--- config.mk ---
export PLATFORM = sky130hd
export DESIGN_NAME = main_clock_select_prescale
export DESIGN_NICKNAME = d
export VERILOG_FILES = /design/src/rtl/clock_ctrl_pkg.sv /design/src/rtl/main_clock_select_prescale.sv
export SDC_FILE = /design/constraint.sdc
export NUM_CORES = 1
export LEC_CHECK = 0
export BUFFER_PORTS_ARGS = -buffer_cell sky130_fd_sc_hd__buf_2
export CORE_ASPECT_RATIO = 0.7
export CORE_MARGIN = 3
export CORE_UTILIZATION = 61
export DETAILED_ROUTE_END_ITERATION = 16
export PLACE_DENSITY = 0.84
export SLEW_MARGIN = 10
export SYNTH_ARGS = -nofsm -noshare
export SYNTH_HDL_FRONTEND = slang
export SYNTH_SLANG_ARGS = --single-unit
export TNS_END_PERCENT = 10
--- constraint.sdc ---
create_clock -name sys_clk_i -period 4.3 [get_ports sys_clk_i]
set_input_delay 0.86 -clock sys_clk_i [delete_from_list [all_inputs] [get_ports sys_clk_i]]
set_output_delay 0.86 -clock sys_clk_i [all_outputs]
set_load 0.03 [all_outputs]
--- src/rtl/clock_ctrl_pkg.sv ---
package clock_ctrl_pkg;

	localparam logic [7:0] SRC_SEL_OFS    = 8'h00;
	localparam logic [7:0] PRESCALE_OFS   = 8'h01;
	localparam logic [7:0] FREEZE_OFS     = 8'h02;
	localparam logic [7:0] STATUS_OFS     = 8'h03;
	localparam logic [7:0] FAST_CTRL_OFS  = 8'h10;
	localparam logic [7:0] FAST_TRIM_OFS  = 8'h11;
	localparam logic [7:0] FAST_SLOPE_OFS = 8'h12;
	localparam logic [7:0] SLOW_CTRL_OFS  = 8'h18;
	localparam logic [7:0] UNLOCK_OFS     = 8'h20;

	localparam logic [7:0] UNLOCK_KEY     = 8'hA5;
	localparam logic [2:0] UNLOCK_WINDOW  = 3'h4;

	localparam logic [1:0] SRC_FAST       = 2'h0;
	localparam logic [1:0] SRC_SLOW       = 2'h1;
	localparam logic [1:0] SRC_RESERVED   = 2'h2;
	localparam logic [1:0] SRC_EXT        = 2'h3;

	localparam logic [7:0] SRC_SEL_RESET  = 8'h00;
	localparam logic [7:0] PRESCALE_RESET = 8'h11;

	localparam int         SYSCLK_PIN_DRIVE_BIT     = 7;
	localparam int         KEEP_BIT       = 1;
	localparam int         PEN_BIT        = 0;
	localparam int         FREEZE_BIT     = 0;

	localparam logic [2:0] OSC_GATE_EDGES = 3'h4;
	localparam logic [2:0] EXT_GATE_EDGES = 3'h2;

	localparam logic [1:0] FREQ_CHOICE_16 = 2'h1;
	localparam logic [5:0] TRIM_16M_RESET = 6'h1F;
	localparam logic [5:0] TRIM_20M_RESET = 6'h20;
	localparam logic [3:0] SLOPE_16M_RESET = 4'h7;
	localparam logic [3:0] SLOPE_20M_RESET = 4'h8;

	typedef enum logic [1:0] {
		SW_IDLE = 2'b01,
		SW_PEND = 2'b10
	} switch_state_e;

endpackage

--- src/rtl/main_clock_select_prescale.sv ---
// How it works
// - Select field: 0 fast, 1 slow, 3 external.
// - Ratio codes give 2..64 and 6..48 division.
// - Ratio field writable while running.
// - Prescaler off passes main clock undivided.
// - Freeze blocks both main control registers; calibration only while fast is active.
// - Freeze register stays shut until reset.
// - Freeze bit loaded from fuse at reset.
// - External started flag is read-only status.
// - Stable flag needs request and stable oscillator.
// - Switching flag high until new source stable.
// - Keep-running bit keeps oscillator powered always.
// - Kept-running unrequested oscillator gives no clock.
// - Oscillator gates open after four cycles; keep skips analog.
// - Trim field loaded from fuse frequency choice.
// - Trim-frozen bit blocks both calibration registers.
// - Slope field loaded from fuse frequency choice.
// - Protected writes need key within four cycles.
// - Clock-out bit drives system clock to pin.
// - External clock usable two cycles after request.
module main_clock_select_prescale
	import clock_ctrl_pkg::*;
(
	input  wire logic       sys_clk_i,
	input  wire logic       srst_i,
	input  wire logic [7:0] addr_i,
	input  wire logic [7:0] wr_data_i,
	input  wire logic       wr_i,
	input  wire logic       rd_i,
	output logic      [7:0] rd_data_o,
	input  wire logic       fast_osc_clk_i,
	input  wire logic       slow_osc_clk_i,
	input  wire logic       external_clock_input_i,
	input  wire logic       fast_osc_ready_i,
	input  wire logic       slow_osc_ready_i,
	input  wire logic [2:0] periph_req_i,
	input  wire logic       trim_freeze_fuse_bit_i,
	input  wire logic [1:0] frequency_choice_i,
	output logic            peripheral_clock_o,
	output logic            sysclk_pin_drive_o,
	output logic            fast_osc_power_o,
	output logic            slow_osc_power_o,
	output logic            ext_pin_claim_o,
	output logic      [5:0] fast_osc_trim_value_o,
	output logic      [3:0] temperature_slope_o
);

	function automatic logic [1:0] src_idx(input logic [1:0] code);
		src_idx = (code == SRC_EXT) ? 2'd2 : code;
	endfunction

	function automatic logic [5:0] div_half(input logic [3:0] code);
		case (code)
			4'h0:    div_half = 6'd1;
			4'h1:    div_half = 6'd2;
			4'h2:    div_half = 6'd4;
			4'h3:    div_half = 6'd8;
			4'h4:    div_half = 6'd16;
			4'h5:    div_half = 6'd32;
			4'h8:    div_half = 6'd3;
			4'h9:    div_half = 6'd5;
			4'hA:    div_half = 6'd6;
			4'hB:    div_half = 6'd12;
			4'hC:    div_half = 6'd24;
			default: div_half = 6'd1;
		endcase
	endfunction

	logic [2:0] clk_s1_reg;
	logic [2:0] clk_s2_reg;
	logic [2:0] clk_s3_reg;
	logic [1:0] rdy_s1_reg;
	logic [1:0] rdy_s2_reg;
	logic [2:0] fuse_s1_reg;
	logic [2:0] fuse_s2_reg;

	logic [1:0]    sel_reg;
	logic          sysclk_pin_drive_reg;
	logic [3:0]    ratio_reg;
	logic          pen_reg;
	logic          freeze_reg;
	logic [1:0]    keep_reg;
	logic [5:0]    trim_reg;
	logic [3:0]    slope_reg;
	logic          trimlock_reg;
	logic [1:0]    active_reg;
	switch_state_e state_reg;
	switch_state_e state_next;
	logic [2:0]    win_reg;
	logic [2:0]    gate_cnt_reg [3];
	logic [5:0]    div_cnt_reg;
	logic [5:0]    div_cnt_next;
	logic          per_reg;
	logic          per_next;
	logic          pin_reg;
	logic [1:0]    power_reg;
	logic          claim_reg;
	logic [7:0]    rd_data_reg;

	wire logic [2:0] edge_w  = clk_s2_reg & ~clk_s3_reg;
	wire logic [1:0] sel_i   = src_idx(sel_reg);
	wire logic [1:0] act_i   = src_idx(active_reg);
	wire logic       unlocked = (win_reg != 3'd0);
	wire logic       wr_ok   = wr_i & unlocked;
	wire logic       main_wr = wr_ok & ~freeze_reg;
	wire logic       cal_lock = trimlock_reg | (freeze_reg & (active_reg == SRC_FAST));
	wire logic       cal_wr  = wr_ok & ~cal_lock;
	wire logic       key_wr  = wr_i & (addr_i == UNLOCK_OFS) & (wr_data_i == UNLOCK_KEY);
	wire logic       sel_wr  = main_wr & (addr_i == SRC_SEL_OFS)
		& (wr_data_i[1:0] != SRC_RESERVED);
	wire logic       pre_wr  = main_wr & (addr_i == PRESCALE_OFS);
	wire logic       frz_wr  = main_wr & (addr_i == FREEZE_OFS) & wr_data_i[FREEZE_BIT];
	wire logic       fk_wr   = wr_ok & (addr_i == FAST_CTRL_OFS);
	wire logic       sk_wr   = wr_ok & (addr_i == SLOW_CTRL_OFS);
	wire logic       trim_wr = cal_wr & (addr_i == FAST_TRIM_OFS);
	wire logic       slope_wr = cal_wr & (addr_i == FAST_SLOPE_OFS);

	logic [2:0] req_w;
	logic [2:0] can_w;
	logic [2:0] gate_open_w;
	always_comb begin
		for (int i = 0; i < 3; i++) begin
			req_w[i] = (sel_i == 2'(i)) | (act_i == 2'(i)) | periph_req_i[i];
			gate_open_w[i] = req_w[i] & (gate_cnt_reg[i] ==
				((i == 2) ? EXT_GATE_EDGES : OSC_GATE_EDGES));
		end
		can_w = {1'b1, rdy_s2_reg | keep_reg};
	end

	wire logic main_lvl  = clk_s2_reg[act_i] & gate_open_w[act_i];
	wire logic main_edge = edge_w[act_i] & gate_open_w[act_i];
	wire logic pending   = (state_reg == SW_PEND);
	wire logic can_swap  = gate_open_w[sel_i] & ~clk_s2_reg[sel_i]
		& ~clk_s2_reg[act_i];
	wire logic [5:0] half_w = div_half(ratio_reg);

	always_comb begin
		state_next = state_reg;
		case (state_reg)
			SW_IDLE: begin
				if (sel_reg != active_reg) begin
					state_next = SW_PEND;
				end
			end
			SW_PEND: begin
				if (sel_reg == active_reg || can_swap) begin
					state_next = SW_IDLE;
				end
			end
			default: state_next = SW_IDLE;
		endcase
	end

	always_comb begin
		div_cnt_next = div_cnt_reg;
		per_next = per_reg;
		if (!pen_reg) begin
			div_cnt_next = 6'd0;
			per_next = main_lvl;
		end else if (main_edge) begin
			if (div_cnt_reg + 6'd1 >= half_w) begin
				div_cnt_next = 6'd0;
				per_next = ~per_reg;
			end else begin
				div_cnt_next = div_cnt_reg + 6'd1;
			end
		end
	end

	logic [7:0] rd_mux;
	always_comb begin
		case (addr_i)
			SRC_SEL_OFS:    rd_mux = {sysclk_pin_drive_reg, 5'd0, sel_reg};
			PRESCALE_OFS:   rd_mux = {3'd0, ratio_reg, pen_reg};
			FREEZE_OFS:     rd_mux = {7'd0, freeze_reg};
			STATUS_OFS:     rd_mux = {gate_open_w[2], 1'b0, gate_open_w[1:0],
				3'd0, pending};
			FAST_CTRL_OFS:  rd_mux = {6'd0, keep_reg[0], 1'b0};
			FAST_TRIM_OFS:  rd_mux = {2'd0, trim_reg};
			FAST_SLOPE_OFS: rd_mux = {trimlock_reg, 3'd0, slope_reg};
			SLOW_CTRL_OFS:  rd_mux = {6'd0, keep_reg[1], 1'b0};
			default:        rd_mux = 8'h00;
		endcase
	end

	always_ff @(posedge sys_clk_i) begin
		clk_s1_reg  <= {external_clock_input_i, slow_osc_clk_i, fast_osc_clk_i};
		clk_s2_reg  <= clk_s1_reg;
		clk_s3_reg  <= clk_s2_reg;
		rdy_s1_reg  <= {slow_osc_ready_i, fast_osc_ready_i};
		rdy_s2_reg  <= rdy_s1_reg;
		fuse_s1_reg <= {frequency_choice_i, trim_freeze_fuse_bit_i};
		fuse_s2_reg <= fuse_s1_reg;
	end

	always_ff @(posedge sys_clk_i) begin
		if (srst_i) begin
			sel_reg      <= SRC_SEL_RESET[1:0];
			sysclk_pin_drive_reg   <= SRC_SEL_RESET[SYSCLK_PIN_DRIVE_BIT];
			ratio_reg    <= PRESCALE_RESET[4:1];
			pen_reg      <= PRESCALE_RESET[PEN_BIT];
			freeze_reg   <= fuse_s2_reg[0];
			trimlock_reg <= fuse_s2_reg[0];
			keep_reg     <= 2'b00;
		end else begin
			if (sel_wr) begin
				sel_reg    <= wr_data_i[1:0];
				sysclk_pin_drive_reg <= wr_data_i[SYSCLK_PIN_DRIVE_BIT];
			end
			if (pre_wr) begin
				ratio_reg <= wr_data_i[4:1];
				pen_reg   <= wr_data_i[PEN_BIT];
			end
			if (frz_wr) begin
				freeze_reg <= 1'b1;
			end
			if (fk_wr) begin
				keep_reg[0] <= wr_data_i[KEEP_BIT];
			end
			if (sk_wr) begin
				keep_reg[1] <= wr_data_i[KEEP_BIT];
			end
		end
	end

	always_ff @(posedge sys_clk_i) begin
		if (srst_i) begin
			trim_reg  <= (fuse_s2_reg[2:1] == FREQ_CHOICE_16) ?
				TRIM_16M_RESET : TRIM_20M_RESET;
			slope_reg <= (fuse_s2_reg[2:1] == FREQ_CHOICE_16) ?
				SLOPE_16M_RESET : SLOPE_20M_RESET;
		end else begin
			if (trim_wr) begin
				trim_reg <= wr_data_i[5:0];
			end
			if (slope_wr) begin
				slope_reg <= wr_data_i[3:0];
			end
		end
	end

	always_ff @(posedge sys_clk_i) begin
		if (srst_i) begin
			win_reg <= 3'd0;
		end else if (key_wr) begin
			win_reg <= UNLOCK_WINDOW;
		end else if (unlocked) begin
			win_reg <= win_reg - 3'd1;
		end
	end

	always_ff @(posedge sys_clk_i) begin
		for (int i = 0; i < 3; i++) begin
			if (srst_i || !req_w[i]) begin
				gate_cnt_reg[i] <= 3'd0;
			end else if (can_w[i] && edge_w[i] && !gate_open_w[i]) begin
				gate_cnt_reg[i] <= gate_cnt_reg[i] + 3'd1;
			end
		end
	end

	always_ff @(posedge sys_clk_i) begin
		if (srst_i) begin
			state_reg  <= SW_IDLE;
			active_reg <= SRC_SEL_RESET[1:0];
		end else begin
			state_reg <= state_next;
			if (state_reg == SW_PEND && can_swap) begin
				active_reg <= sel_reg;
			end
		end
	end

	always_ff @(posedge sys_clk_i) begin
		if (srst_i) begin
			div_cnt_reg <= 6'd0;
			per_reg     <= 1'b0;
			pin_reg     <= 1'b0;
			power_reg   <= 2'b00;
			claim_reg   <= 1'b0;
			rd_data_reg <= 8'h00;
		end else begin
			div_cnt_reg <= div_cnt_next;
			per_reg     <= per_next;
			pin_reg     <= sysclk_pin_drive_reg & main_lvl;
			power_reg   <= req_w[1:0] | keep_reg;
			claim_reg   <= req_w[2];
			rd_data_reg <= rd_i ? rd_mux : 8'h00;
		end
	end

	assign rd_data_o             = rd_data_reg;
	assign peripheral_clock_o    = per_reg;
	assign sysclk_pin_drive_o    = pin_reg;
	assign fast_osc_power_o      = power_reg[0];
	assign slow_osc_power_o      = power_reg[1];
	assign ext_pin_claim_o       = claim_reg;
	assign fast_osc_trim_value_o = trim_reg;
	assign temperature_slope_o   = slope_reg;

	property p_locked_write;
		@(posedge sys_clk_i) disable iff (srst_i)
		(wr_i && addr_i == PRESCALE_OFS && win_reg == 3'd0) |=> $stable({ratio_reg, pen_reg});
	endproperty
	a_locked_write: assert property (p_locked_write) else $error("Write without key took effect.");

	property p_freeze_sticky;
		@(posedge sys_clk_i) disable iff (srst_i)
		freeze_reg |=> freeze_reg;
	endproperty
	a_freeze_sticky: assert property (p_freeze_sticky) else $error("Freeze bit cleared.");

	property p_freeze_blocks;
		@(posedge sys_clk_i) disable iff (srst_i)
		(freeze_reg && wr_i) |=> $stable({sel_reg, sysclk_pin_drive_reg, ratio_reg, pen_reg});
	endproperty
	a_freeze_blocks: assert property (p_freeze_blocks) else $error("Frozen register changed.");

	property p_reserved_sel;
		@(posedge sys_clk_i) disable iff (srst_i)
		(wr_ok && addr_i == SRC_SEL_OFS && wr_data_i[1:0] == SRC_RESERVED) |=> $stable(sel_reg);
	endproperty
	a_reserved_sel: assert property (p_reserved_sel) else $error("Reserved source taken.");

	property p_no_req_no_gate;
		@(posedge sys_clk_i) disable iff (srst_i)
		(!req_w[1] && keep_reg[1]) |=> gate_cnt_reg[1] == 3'd0;
	endproperty
	a_no_req_no_gate: assert property (p_no_req_no_gate) else $error("Idle gate open.");

	property p_gate_four;
		@(posedge sys_clk_i) disable iff (srst_i)
		$rose(gate_open_w[1]) |-> $past(gate_cnt_reg[1]) == 3'd3 && $past(edge_w[1]);
	endproperty
	a_gate_four: assert property (p_gate_four) else $error("Slow gate opened early.");

	property p_ext_two;
		@(posedge sys_clk_i) disable iff (srst_i)
		$rose(gate_open_w[2]) |-> $past(gate_cnt_reg[2]) == 3'd1;
	endproperty
	a_ext_two: assert property (p_ext_two) else $error("External gate timing wrong.");

	property p_pending;
		@(posedge sys_clk_i) disable iff (srst_i)
		pending |-> (sel_reg != active_reg) || $past(sel_reg) != sel_reg;
	endproperty
	a_pending: assert property (p_pending) else $error("Pending with no change.");

	property p_sysclk_pin_drive_off;
		@(posedge sys_clk_i) disable iff (srst_i)
		!sysclk_pin_drive_reg |=> !sysclk_pin_drive_o;
	endproperty
	a_sysclk_pin_drive_off: assert property (p_sysclk_pin_drive_off) else $error("Clock pin driven while off.");

	property p_trim_frozen;
		@(posedge sys_clk_i) disable iff (srst_i)
		(trimlock_reg && wr_i) |=> $stable({trim_reg, slope_reg});
	endproperty
	a_trim_frozen: assert property (p_trim_frozen) else $error("Frozen trim changed.");

	property p_bypass;
		@(posedge sys_clk_i) disable iff (srst_i)
		!pen_reg |=> peripheral_clock_o == $past(main_lvl);
	endproperty
	a_bypass: assert property (p_bypass) else $error("Bypassed clock differs.");

	property p_keep_power;
		@(posedge sys_clk_i) disable iff (srst_i)
		keep_reg[1] |=> slow_osc_power_o;
	endproperty
	a_keep_power: assert property (p_keep_power) else $error("Kept oscillator unpowered.");

endmodule

; Word level (Yosys, flattened, before mapping)
; Memories as Yosys holds them, arrays and structs flattened. A register that Yosys moved wholly into a read port is not among the register bits.
; Index checks and enable logic that the tools add are counted.
[word_totals]
reg_bits = 67
latch_bits = 0
ramBits = 9
mem_bits_ro = 96
in_bits = 31
word_cells = 189
n_memories = 2
[memory_table]
columns = name, depth, word_bits, read_ports, rd_ports_with_merged_regs, write_ports, line_no
row1 = (name not given), 16, 6, 1, 1, 0, main_clock_select_prescale.sv:53  ; case (code)
row2 = gate_cnt_reg, 3, 3, 3, 0, 3, main_clock_select_prescale.sv:90  ; logic [2:0] gate_cnt_reg [3];
[classes]
n_addsub = 5
n_mul = 0
div_mod_pow = 0
order_cmp = 3
eq_ne = 28
shifts = 0
mux = 50
bitwise = 44
n_reduce_logical = 30
[ops]
columns = operator, n
row1 = 8-bit case mux with 8 select lines, 1
row2 = 8-bit by 5-bit equality test with 1-bit output (second input constant), 4
row3 = 1-bit 2-to-1 mux, 25
row4 = 6-bit 2-to-1 mux, 4
row5 = 1-bit AND, 23
row6 = 4-bit 2-to-1 mux, 5
row7 = 8-bit by 2-bit equality test with 1-bit output (second input constant), 2
row8 = 3-bit 2-to-1 mux, 5
row9 = 1-bit binary-select mux with 2-bit select, 5
row10 = 2-bit equality test (second input constant), 5
row11 = 1-bit OR, 10
row12 = 3-bit by 1-bit adder with 3-bit output (second input constant), 3
row13 = 2-bit by 1-bit equality test with 1-bit output (second input constant), 4
row14 = 8-bit by 1-bit equality test with 1-bit output (second input constant), 1
row15 = 8-bit by 6-bit equality test with 1-bit output (second input constant), 1
row16 = 8-bit equality test (second input constant), 1
row17 = 8-bit logical NOT, 1
row18 = 2-bit 2-to-1 mux, 4
row19 = 2-bit nonzero test, 4
row20 = 1-bit NOT, 7
row21 = 6-bit by 1-bit adder with 6-bit output (second input constant), 1
row22 = 3-bit equality test (second input constant), 2
row23 = 6-bit >= comparator, 1
row24 = 1-bit logical AND, 6
row25 = other kinds (17), 35

; Logic depth before layout (Yosys ltp)
[depth]
depth_word = 13
depth_mapped = 9
mapped_depth_nobuf = 8

; Worst setup path after synthesis
; Ideal clock, no wire load.
[synth_timing]
kind = flip-flop to flip-flop
from = register div_cnt_reg[2]
to = register per_reg (netlist: peripheral_clock_o)
setup_ns = 0.091
t_arrival_ns = 2.360
slack_ns = 1.849
stages_incl_launch_ff = 9
cell_sequence = dfxtp_1 -> nand3_1 -> nor2_1 -> xor2_1 -> ha_1 -> and3_1 -> a221oi_1 -> o21ai_0 -> a311oi_1
[synth_via]
elab_chain_cells = 4
[synth_rtl]
columns = item, line_no
row1 = "start, declared", main_clock_select_prescale.sv:91  ; logic [5:0] div_cnt_reg;
row2 = "start signal, assigned", main_clock_select_prescale.sv:283  ; div_cnt_reg <= div_cnt_next;
row3 = 6-bit by 1-bit adder with 6-bit output, main_clock_select_prescale.sv:161  ; if (div_cnt_reg + 6'd1 >= half_w) begin
row4 = 6-bit >= comparator, main_clock_select_prescale.sv:161
row5 = 2-bit by 1-bit inequality test with 1-bit output (no line), n/a
row6 = 2-bit AND reduction (no line), n/a
row7 = "end signal, assigned", main_clock_select_prescale.sv:284  ; per_reg <= per_next;
row8 = "end, declared", main_clock_select_prescale.sv:93  ; logic per_reg;
; Every way passes these cells.
; A chain may end at the register's enable or synchronous reset.

; Final worst setup path
; Ends and elaborated chain as after synthesis.

==> reports/qor.yml <==
syn_area_mm2: 0.003674
yosys_warnings: 0
synth.distinct_cells: 61
utilization_pct: 74.90
synth-seq-cells: 81
vias_per_cell: 5.814
cts.sinks: 81
p_per_area_mw_per_mm2: 381.0
final_layout_size_suffix_gt1_share_pct: 19.62
start_util_pct: 66.40
min_path_type: "reg -> reg"
dieArea_mm2: 0.007004
outcome: "finished clean"
vias: 2878
nNetsFinal: 464
ys_seq_area_share_pct: 49.86
antenna_found_initial: 0
cp_max_fo: 9
whs_ns: 0.3296
syn_inst: 369
routedWlPerCell_um: 16.19
dpl.hpwl_mm: 5.945
setup_viol: 0
port_buffers: 52
vdd_drop_max_mv: 0.4354
cts_resized: 0
grt_pass1_wl_mm: 13.37
slew_headroom_pct: 45.88
yosys.area.top_type: "dfxtp_1"
cts.path.max_buffers: 2
max_cap_viol_count: 0
drt_iter0_drc: 207
final_max_slew_viol_count: 0
synth_fp_nets: 415
hold_viol: 0
root_buffer: "clkbuf_8"
drcViolationCount: 0
gr-total-overflow: 0
critPathLaunchType: "flip-flop"
insertion_delay_ns: 0.35
rsz0062_at_grt: "no"
end_kind: "flip-flop"
max_freq_mhz: 389.0
die_h_um: 70.93
core_mm2: 0.005533
grt_pass1_vias: 2742
largest_reg_flops: 9
ys.flop_type: "dfxtp_1"
ios: 54
worst_pin_slew_ns: 0.8043
nFillCells: 399
yosysTopAreaCellShare_pct: 32.70
synth_edf_count: 21
cts_tree: "built"
cts-hold-fix-buffers: 0
min_period_ns: 2.571
die_w_um: 98.75
synth.avg_cell_area_um2: 9.955
diodes: 0
num_rows: 22
worstPathRequired_ns: 4.55
drt_first_pass_iters: 5
place_congestion: 0.8800
power.total_uw: 1579
synth_area_leaders: "dfxtp_1 33%, edfxtp_1 17%, ha_1 5.1%, nor2_1 3.8%, a21oi_1 3.0%"
synth_most_common_cell: "dfxtp_1"
worst_slack_ns: 1.729
cts_setup_buffers: 0
synthTopCellsByCount: "60 x dfxtp_1, 37 x nor2_1, 25 x inv_1, 25 x nand2_1, 22 x a21oi_1"
wirelength_mm: 8.013
period_share_pct: 59.78
htreeDepth: 3
async_reset_ff_share_pct: 0
dp_slack_ns: 1.416
ant_nets: 0
area_delta_synth_final_pct: 12.81
cp.arrival_ns: 2.82
fin_skew_ns: 0.007805
grt_max_degree: 43
grt_util_all_layers_pct: 24.06
setup-tns-final_ns: 0
crit_type: "reg -> reg"
cts_buffers: 9
p_leak_uw: 0.001742
clk_pin_slew_worst_paths_ns: 0.08
-- through the flow --
step	std cells	instance area [um2]
after floorplan	369	3674
after global placement	478	3945
after detailed placement	478	3945
after CTS	494	4139
after global routing	495	4144
final	495	4144
-- kinds of logic (layout without fill, tap and decap cells) --
logic type,Yosys count,count (layout),share of synthesized area [%]
simple gates,140,140,21.02
flops,81,81,49.86
compound gates,63,63,11.24
buf+inv,41,95,4.802
mux,18,18,5.484
fa+ha+maj,15,15,5.109
xor+xnor,10,10,2.384
other cells,1,1,0.1021
-- layer usage --
layer	wire (um)	GRT usage (%)	vias to the layer above
met5	0	0	-
met4	85	5.606	0
met3	828	9.754	15
met2	3686	36.98	128
met1	3412	32.10	1343
li1	-	-	1392
-- path summary, 6_finish.rpt --
path              depth (start not counted)                   startpoint  slack, ns                              end
setup / recovery                          9  div_cnt_reg[2]$_SDFFE_PP0P_       1.73  peripheral_clock_o$_SDFFE_PP0P_
hold / removal                            0       fuse_s1_reg[2]$_DFF_P_       0.33           fuse_s2_reg[2]$_DFF_P_
setup reg to reg                          9  div_cnt_reg[2]$_SDFFE_PP0P_       1.73  peripheral_clock_o$_SDFFE_PP0P_
hold reg to reg                           0       fuse_s1_reg[2]$_DFF_P_       0.33           fuse_s2_reg[2]$_DFF_P_
-- where the power goes --
group          internal, uW  switching [uW]
Combinational          74.2             124
Clock                   283             261
Sequential              819            17.9
Total                  1180             403
-- placed cells by master, fill, tap and decap left out, drive strengths merged, types with 2 or more instances in the layout --
cell	n
nor4b	3
edfxtp	21
a22oi	3
nor3	10
clkinv	2
a31oi	2
nand4	5
or3	6
dfxtp	60
nor2b	5
nand2	25
nand3	10
o211ai	2
nor2	37
mux2	7
nand3b	4
a21oi	22
xor2	2
inv	28
ha	15
xnor2	8
o21a	4
mux2i	11
a21o	2
nor4	4
clkbuf	11
and4b	2
and2	6
a22o	2
a221oi	2
o21ai	11
nand2b	12
and3	4
buf	53
a311oi	4
-- final cells by class --
cell class / instances / area [um2] / area share, %
repair buffers: 53 / 265.3 / 6.401
inverters: 26 / 97.59 / 2.355
clock buffers: 11 / 141.4 / 3.412
flip-flops and latches: 81 / 1832 / 44.20
multi-input cells: 247 / 1665 / 40.19
well taps: 72 / 90.09 / 2.174
clock inverters: 5 / 52.55 / 1.268
-- critical path: stages (launching register included) --
cell	delay [ns]
dfxtp_1	0.43
nand3_1	0.21
nor2_1	0.18
xor2_1	0.20
ha_1	0.27
and3_1	0.17
a221oi_1	0.37
buf_2	0.27
o21ai_0	0.10
a311oi_1	0.28
No activity file was read; power rests on OpenSTA's default activity.
